$ cat config.mk
export PLATFORM = sky130hd
export DESIGN_NAME = vrc_top
export DESIGN_NICKNAME = d
export VERILOG_FILES = /design/src/shared/vrc_pkg.sv /design/src/hdl/vrc_top.sv
export SDC_FILE = /design/constraint.sdc
export NUM_CORES = 1
export LEC_CHECK = 0
export BUFFER_PORTS_ARGS = -buffer_cell sky130_fd_sc_hd__buf_2
export CORE_ASPECT_RATIO = 0.8
export CORE_UTILIZATION = 39
export DETAILED_ROUTE_END_ITERATION = 6
export GPL_TIMING_DRIVEN = 0
export PLACE_DENSITY = 0.79
export SLEW_MARGIN = 20
export SYNTH_ARGS = -nofsm -noshare
export SYNTH_HDL_FRONTEND = slang
export SYNTH_SLANG_ARGS = --single-unit
export TNS_END_PERCENT = 30
$ cat constraint.sdc
create_clock -name ref_clk -period 1.74 [get_ports ref_clk]
set_input_delay 0.435 -clock ref_clk [delete_from_list [all_inputs] [get_ports ref_clk]]
set_output_delay 0.435 -clock ref_clk [all_outputs]
set_load 0.05 [all_outputs]
$ cat src/shared/vrc_pkg.sv
// register map, field layout and reset values of the reference control bank
package vrc_pkg;

    // register indices; byte address is four times the index
    localparam logic [2:0] VRC_IDX_CONTROL = 3'h1;
    localparam logic [2:0] VRC_IDX_IRQ_STATUS = 3'h2;
    localparam logic [2:0] VRC_IDX_IRQ_MASK = 3'h3;
    localparam logic [4:0] VRC_ADDR_CONTROL = 5'h04;
    localparam logic [4:0] VRC_ADDR_IRQ_STATUS = 5'h08;
    localparam logic [4:0] VRC_ADDR_IRQ_MASK = 5'h0c;

    // reference_status_control field positions
    localparam int VRC_BIT_ENABLE = 7;
    localparam int VRC_BIT_REGULATOR = 6;
    localparam int VRC_BIT_CURV_COMP = 5;
    localparam int VRC_BIT_RSVD_HI = 4;
    localparam int VRC_BIT_RSVD_LO = 3;
    localparam int VRC_BIT_STABLE = 2;
    localparam int VRC_MODE_MSB = 1;
    localparam int VRC_MODE_LSB = 0;

    // interrupt status and mask bit positions
    localparam int VRC_EVT_STABLE_RISE = 0;
    localparam int VRC_EVT_STABLE_LOSS = 1;
    localparam int VRC_EVT_WIDTH = 2;

    // values after reset
    localparam logic [7:0] VRC_CONTROL_RESET = 8'h00;
    localparam logic [1:0] VRC_EVT_RESET = 2'h0;
    localparam logic [31:0] VRC_READ_RESET = 32'h0000_0000;

    // synchroniser depth for the analog ready level
    localparam int VRC_SYNC_STAGES = 3;

    typedef enum logic [1:0] {
        VRC_MODE_BANDGAP_ONLY = 2'b00,
        VRC_MODE_HIGH_POWER = 2'b01,
        VRC_MODE_LOW_POWER = 2'b10,
        VRC_MODE_RESERVED = 2'b11
    } vrc_mode_e;

endpackage

$ cat src/hdl/vrc_top.sv
// reference control register bank with avalon-mm slave and interrupt
//
// The Avalon-MM slave port was decided locally.
`timescale 1ns/10ps
// Function
// - bit 7 enables the bandgap reference; 0 disables it, while bits 6, 5 and 1:0 still drive their outputs.
// - bus clock gating never disables the reference; only clearing bit 7 or rst_n does.
// - bit 6 drives the 1.75 V regulator enable, 1 on, 0 off.
// - bit 5 drives curvature compensation enable, 1 on, 0 off.
// - bits 4 and 3 read zero and ignore writes.
// - bit 2 reads 1 once bandgap is stable, 0 when disabled or unstable.
// - bits 1:0 pick buffer mode: bandgap only, high, low power, reserved.
// - the control register is 8 bits, read/write, reset to zero.
// - changing buffer mode while enabled and stable keeps stable flag.
module vrc_top
    import vrc_pkg::*;
(
    // clock and reset
    input wire logic ref_clk,
    input wire logic rst_n,
    // avalon-mm slave
    input wire logic [4:0] avs_address,
    input wire logic avs_read,
    input wire logic avs_write,
    input wire logic [31:0] avs_writedata,
    input wire logic [3:0] avs_byteenable,
    output logic [31:0] avs_readdata,
    output logic avs_waitrequest,
    // analog reference controls
    output logic reference_enable,
    output logic regulator_enable,
    output logic curvature_comp_enable,
    output logic [1:0] buffer_mode_select,
    // analog stable indication, asynchronous
    input wire logic analog_ready,
    // interrupt
    output logic irq
);

    logic [VRC_SYNC_STAGES-1:0] ready_sync;
    logic ready_filt;
    logic reference_stable;
    logic stable_prev;
    logic [VRC_EVT_WIDTH-1:0] irq_status;
    logic [VRC_EVT_WIDTH-1:0] irq_mask;
    logic [VRC_EVT_WIDTH-1:0] next_irq_status;
    logic [VRC_EVT_WIDTH-1:0] next_irq_mask;
    logic [VRC_EVT_WIDTH-1:0] evt_set;
    logic req;
    logic accept;
    logic wr_accept;
    logic lane0;
    logic [7:0] control_view;
    logic [31:0] next_readdata;

    // ------------------------------------------------------------
    // bus handshake
    // ------------------------------------------------------------

    // a request is held by the master until waitrequest is seen low
    assign req = avs_read | avs_write;
    assign accept = req & ~avs_waitrequest;
    assign wr_accept = avs_write & ~avs_waitrequest;
    assign lane0 = avs_byteenable[0];

    // one wait cycle gives time to register read data before acceptance
    always_ff @(posedge ref_clk or negedge rst_n) begin
        if (!rst_n) begin
            avs_waitrequest <= 1'b1;
        end else if (accept) begin
            avs_waitrequest <= 1'b1;
        end else if (req) begin
            avs_waitrequest <= 1'b0;
        end
    end

    // ------------------------------------------------------------
    // read path
    // ------------------------------------------------------------

    always_comb begin
        control_view = VRC_CONTROL_RESET;
        control_view[VRC_BIT_ENABLE] = reference_enable;
        control_view[VRC_BIT_REGULATOR] = regulator_enable;
        control_view[VRC_BIT_CURV_COMP] = curvature_comp_enable;
        // reserved bits are forced to zero explicitly
        control_view[VRC_BIT_RSVD_HI] = 1'b0;
        control_view[VRC_BIT_RSVD_LO] = 1'b0;
        control_view[VRC_BIT_STABLE] = reference_stable;
        control_view[VRC_MODE_MSB:VRC_MODE_LSB] = buffer_mode_select;
    end

    always_comb begin
        next_readdata = VRC_READ_RESET;
        case (avs_address)
            VRC_ADDR_CONTROL: begin
                next_readdata[7:0] = control_view;
            end
            VRC_ADDR_IRQ_STATUS: begin
                next_readdata[VRC_EVT_WIDTH-1:0] = irq_status;
            end
            VRC_ADDR_IRQ_MASK: begin
                next_readdata[VRC_EVT_WIDTH-1:0] = irq_mask;
            end
            default: begin
                // unmapped addresses read as zero
                next_readdata = VRC_READ_RESET;
            end
        endcase
    end

    // captured in the wait cycle so data stands at the accepting edge
    always_ff @(posedge ref_clk or negedge rst_n) begin
        if (!rst_n) begin
            avs_readdata <= VRC_READ_RESET;
        end else if (avs_read && avs_waitrequest) begin
            avs_readdata <= next_readdata;
        end
    end

    // ------------------------------------------------------------
    // control register
    // ------------------------------------------------------------

    // the control bits sit in this always-on domain, so stopping the
    // peripheral clock gate upstream never clears them
    always_ff @(posedge ref_clk or negedge rst_n) begin
        if (!rst_n) begin
            reference_enable <= VRC_CONTROL_RESET[VRC_BIT_ENABLE];
            regulator_enable <= VRC_CONTROL_RESET[VRC_BIT_REGULATOR];
            curvature_comp_enable <= VRC_CONTROL_RESET[VRC_BIT_CURV_COMP];
            buffer_mode_select <=
                VRC_CONTROL_RESET[VRC_MODE_MSB:VRC_MODE_LSB];
        end else if (wr_accept && lane0
                     && avs_address == VRC_ADDR_CONTROL) begin
            reference_enable <= avs_writedata[VRC_BIT_ENABLE];
            regulator_enable <= avs_writedata[VRC_BIT_REGULATOR];
            curvature_comp_enable <= avs_writedata[VRC_BIT_CURV_COMP];
            // reserved code 11 is stored as written; software avoids it
            buffer_mode_select <=
                avs_writedata[VRC_MODE_MSB:VRC_MODE_LSB];
        end
    end

    // ------------------------------------------------------------
    // stable flag
    // ------------------------------------------------------------

    always_ff @(posedge ref_clk or negedge rst_n) begin
        if (!rst_n) begin
            ready_sync <= '0;
        end else begin
            ready_sync <= {ready_sync[VRC_SYNC_STAGES-2:0], analog_ready};
        end
    end

    // a change counts only once the last two stages agree
    always_ff @(posedge ref_clk or negedge rst_n) begin
        if (!rst_n) begin
            ready_filt <= 1'b0;
        end else if (ready_sync[2] == ready_sync[1]) begin
            ready_filt <= ready_sync[2];
        end
    end

    // mode changes do not touch this flag; only enable and ready do
    always_ff @(posedge ref_clk or negedge rst_n) begin
        if (!rst_n) begin
            reference_stable <= 1'b0;
        end else begin
            reference_stable <= reference_enable & ready_filt;
        end
    end

    // ------------------------------------------------------------
    // interrupts
    // ------------------------------------------------------------

    always_ff @(posedge ref_clk or negedge rst_n) begin
        if (!rst_n) begin
            stable_prev <= 1'b0;
        end else begin
            stable_prev <= reference_stable;
        end
    end

    assign evt_set[VRC_EVT_STABLE_RISE] = reference_stable & ~stable_prev;
    assign evt_set[VRC_EVT_STABLE_LOSS] = ~reference_stable & stable_prev;

    // a new event wins over a write-one-to-clear in the same cycle
    always_comb begin
        next_irq_status = irq_status;
        if (wr_accept && lane0 && avs_address == VRC_ADDR_IRQ_STATUS) begin
            next_irq_status = irq_status
                              & ~avs_writedata[VRC_EVT_WIDTH-1:0];
        end
        next_irq_status = next_irq_status | evt_set;
    end

    always_ff @(posedge ref_clk or negedge rst_n) begin
        if (!rst_n) begin
            irq_status <= VRC_EVT_RESET;
        end else begin
            irq_status <= next_irq_status;
        end
    end

    always_comb begin
        next_irq_mask = irq_mask;
        if (wr_accept && lane0 && avs_address == VRC_ADDR_IRQ_MASK) begin
            next_irq_mask = avs_writedata[VRC_EVT_WIDTH-1:0];
        end
    end

    always_ff @(posedge ref_clk or negedge rst_n) begin
        if (!rst_n) begin
            irq_mask <= VRC_EVT_RESET;
        end else begin
            irq_mask <= next_irq_mask;
        end
    end

    // next mask as well, so irq never lags a mask write by a cycle
    always_ff @(posedge ref_clk or negedge rst_n) begin
        if (!rst_n) begin
            irq <= 1'b0;
        end else begin
            irq <= |(next_irq_status & next_irq_mask);
        end
    end

    // ------------------------------------------------------------
    // assertions
    // ------------------------------------------------------------

    logic ctl_write;
    assign ctl_write = wr_accept & lane0 & (avs_address == VRC_ADDR_CONTROL);
endmodule

-- After elaboration in Yosys (flattened, before gate mapping)
Index checks and enable logic that the tools add are counted.
- input port bits: 46
- flip-flop bits (word level): 25
- word-level logic and storage cells: 43
- output and inout bits: 39
- equal/unequal tests: 4
- mux-type cells: 6
- reduce and logical (&&, ||, !) cells: 7
- bitwise operators: 13
- operators with widths (operator ; number):
    5-bit by 4-bit == test with 1-bit output (second input constant) ; 2
    6-bit two-way mux ; 1
    2-bit one-hot mux with 3 select lines ; 1
    1-bit AND ; 5
    5-bit by 3-bit == test with 1-bit output (second input constant) ; 1
    1-bit logical AND ; 5
    2-bit AND ; 2
    2-bit two-way mux ; 2
    1-bit NOT ; 3
    1-bit two-way mux ; 2
    2-bit NOT ; 1
    2-bit OR ; 1
    2-bit nonzero test ; 1
    2-bit OR reduction ; 1
    1-bit == test ; 1
    1-bit OR ; 1

-- Longest topological paths before layout
- depth after elaboration: 8
- gate-level depth with buffers: 4
- depth with buffers taken out: 4

-- Worst setup path before layout
OpenSTA, ideal clock, no wires.
- kind: register to register
- start point: register avs_waitrequest
- end point: register irq
- arrival time: 1625 ps
- stages on the path, launching flop included: 5
- path slack: -6 ps
- library setup time: 121 ps
- cells stage by stage: dfstp_2 > and4b_2 > nand3_2 > mux2_2 > a22o_1
- elaborated cells on any way between the ends: 10
- RTL lines (what ; RTL line ; source):
    start, declared ; vrc_top.sv:28 ; output logic avs_waitrequest,
    start signal, assigned ; vrc_top.sv:69 ; avs_waitrequest <= 1'b1;
    start signal, assigned ; vrc_top.sv:71 ; avs_waitrequest <= 1'b1;
    start signal, assigned ; vrc_top.sv:73 ; avs_waitrequest <= 1'b0;
    1-bit NOT ; vrc_top.sv:63 ; assign wr_accept = avs_write & ~avs_waitrequest;
    1-bit AND ; vrc_top.sv:63 ;
    1-bit logical AND (2 in a row) ; vrc_top.sv:210 ; if (wr_accept && lane0 && avs_address == VRC_ADDR_IRQ_MASK) begin
    2-bit two-way mux ; vrc_top.sv:210 ;
    named net next_irq_mask[1] ; vrc_top.sv:47 ; logic [VRC_EVT_WIDTH-1:0] next_irq_mask;
    2-bit AND ; vrc_top.sv:228 ; irq <= |(next_irq_status & next_irq_mask);
    2-bit OR reduction ; vrc_top.sv:228 ;
    end signal, assigned ; vrc_top.sv:228 ;
    end, declared ; vrc_top.sv:37 ; output logic irq
The timed path passes the listed nets, and every way through them passes these cells.
A chain may end at the register's enable or synchronous reset.

-- Worst setup path after layout
- start point: register avs_waitrequest
- end point: output avs_waitrequest
No word-level cell between the ends.

==> metrics.txt <==
DRC Markers 0; FF+latch count, synth 23; Clk network pwr share 16.2%; Avg WL per Cell 10.5 um; io pins 85; Synth top area share 49.7%; crit path max fanout 6; placed cell count about 180; TritonRoute pass-1 iters 4; Top delay family on crit path flip-flops; ANT cells 0; fillers 240; RSZ-0062 raised after global routing no; setup violators final 0; worst hold path type in -> async; power density over cell area approximately 1000 mW/mm^2; drt total wl 1.90 mm; Initial DRC Count 6; EDFF count, synth 0; Root Driver clkbuf_4; leading area contributor after synthesis dfrtp_1; layout net count between 150 and 200; f_max 596 MHz; max_cap viols 0; setup bufs post-CTS 0; first-pass GRT wire length 2.99 mm; Overflow after GRT 0; slowest stage delay, CP 670 ps; ys flop type dfrtp_1; Crit. End Element output port; Crit-path slowest cell dfstp_4; Avg Vias per Cell 4.16; Num Clock Sinks 23; Core Rows 16; quantity of gates resized following cts 0; r2r worst-path depth 4; crit path buf inv count 1; Critical Path RT 1300 ps; Final ANT Viol Nets 0; Worst path depth 1; Post-DP HPWL 1.56 mm; critical path arrival 1240 ps; register area share after synthesis 52.1%; CTS tree built; initial core utilization a little over two fifths; GP Congestion 0.768; clock-pin slew on the worst setup and hold paths ~110 ps; Cells after Synth 87; period utilization a little over nine tenths; final worst setup slack 62.4 ps; Num CTS Buffers 3; crit path launch type register; Max Slew Vio Count 0; synth warn 0; fin cells 180; Area Growth Syn to Fin 27.9%; Gate power share 36.0%; Sw Pwr 0.000571 W; die height 49.7 um; core box area 0.00256 sq mm; Final Hold Fails 0; Die Footprint 0.00306 sq mm; outcome completed; Longest Clk Path Bufs 2; Buffers on Ports 28; gr usage total 13.7%; min Tclk post-route 1680 ps; Placed Area 0.00139 sq mm; via count 749; hold-fix buffers at CTS 0; Cell Chain, Critical Path buf_2; Switching Share 39.7%; initial antenna violation count 0; Worst Setup Path Type reg -> out; VDD IR-drop max 0.000772 V; Lkg Pwr 0.796 nW; pre-CTS WS -105 ps; Total Power Consumption 0.00144 W; mean area per synthesized cell 12.7 sq um; power share of the sequential group 47.8%; die width 61.6 um; Skew-Pair Late Insertion Delay 300 ps; Synth cell types 22; asr flop ratio synth 100%; fraction of layout cells with a size suffix above 1 50.0%; vias in the first global route around 670; Int Power 0.000866 W; top cells by area, synth dfrtp_1 (50%), buf_4 (18%), mux2_2 (8.1%); final core utilization 55.3%; design area between 0.001 and 0.0015 sq mm; pin count of the biggest net entering global routing 24; worst clock skew 4.24 ps; post-synthesis instance area between 0.001 and 0.0015 sq mm; H-tree depth 1
## stage by stage
step | hold slack, ps | setup TNS [ps]
2_1_floorplan | 139 | 0
3_3_place_gp | 337 | -379
3_5_place_dp | 347 | -508
4_1_cts | 84.1 | 0
5_1_grt | 77.1 | 0
6_report | 62.7 | 0
## sequential cells by signal, indices dropped and copies added, names as in the netlist
name / count
avs_readdata: 6
avs_waitrequest: 1
buffer_mode_select: 2
curvature_comp_enable: 1
irq: 1
irq_mask: 2
irq_status: 2
ready_filt: 1
ready_sync: 3
reference_enable: 1
reference_stable: 1
regulator_enable: 1
stable_prev: 1
## cells in the mapped netlist, drive strengths merged, types with 2 or more instances
| master | count |
|---|---|
| nor3 | 2 |
| buf | 26 |
| mux2 | 9 |
| dfrtp | 22 |
| nand2 | 2 |
| a22o | 10 |
| nand4b | 2 |
| nor2 | 2 |
## final timing paths
path	startpoint	to	slack (ps)
max in group asynchronous	rst_n	avs_waitrequest	1330
min in group ref_clk	analog_ready	ready_sync[0]	240
setup reg to reg	avs_waitrequest	irq	70
setup / recovery	avs_waitrequest	avs_waitrequest	60
hold / removal	rst_n	irq	60
hold reg to reg	ready_sync[0]	ready_sync[1]	370
## power groups by stage
stage	Combinational, W	Clock [W]	Sequential (W)
after floorplan	0.000273	0	0.000834
final	0.000518	0.000233	0.000686
after CTS	0.000517	0.000242	0.000686
after detailed placement	0.000516	0	0.000696
after global routing	0.000547	0.000277	0.000696
after global placement	0.000510	0	0.000691
## layer usage
metal	GRT usage (%)	vias to the layer above	part of all wire (%)
met2	20.8	34	46
li1	-	367	-
met3	3.41	4	7.4
met4	5.56	0	1.6
met1	18.6	344	44
met5	0	-	0
## kinds of logic after synthesis
kind of cell / count (synthesis) / share of synthesized area (%)
AO/OA/AOI/OAI: 11 / 8.70
XOR/XNOR: 1 / 0.791
adder cells (fa/ha/maj): 1 / 0.904
buffers and inverters: 27 / 18.0
flip-flops: 23 / 52.1
multiplexers: 9 / 9.49
other: 1 / 0.339
AND/OR/NAND/NOR: 14 / 9.72
## layout make-up
class,instances,area (sq um),area share (%)
Clock buffer,4,26.3,1.86
Buffer,26,195,13.8
Sequential cell,23,581,41.0
Timing Repair Buffer,28,140,9.89
Inverter,1,3.75,0.265
Tap cell,36,45.0,3.18
Multi-Input combinational cell,62,425,30.0
## layout by cell type (no fill, tap or decap), drive strengths merged
cell	instances
a22o	10
and2	1
and3	1
and4b	1
buf	54
clkbuf	4
conb	26
dfrtp	22
dfstp	1
inv	1
maj3	1
mux2	9
nand2	2
nand3	1
nand3b	1
nand4b	2
nor2	2
nor2b	1
nor3	2
o2bb2ai	1
xnor2	1
No activity file was read; power rests on OpenSTA's default activity.
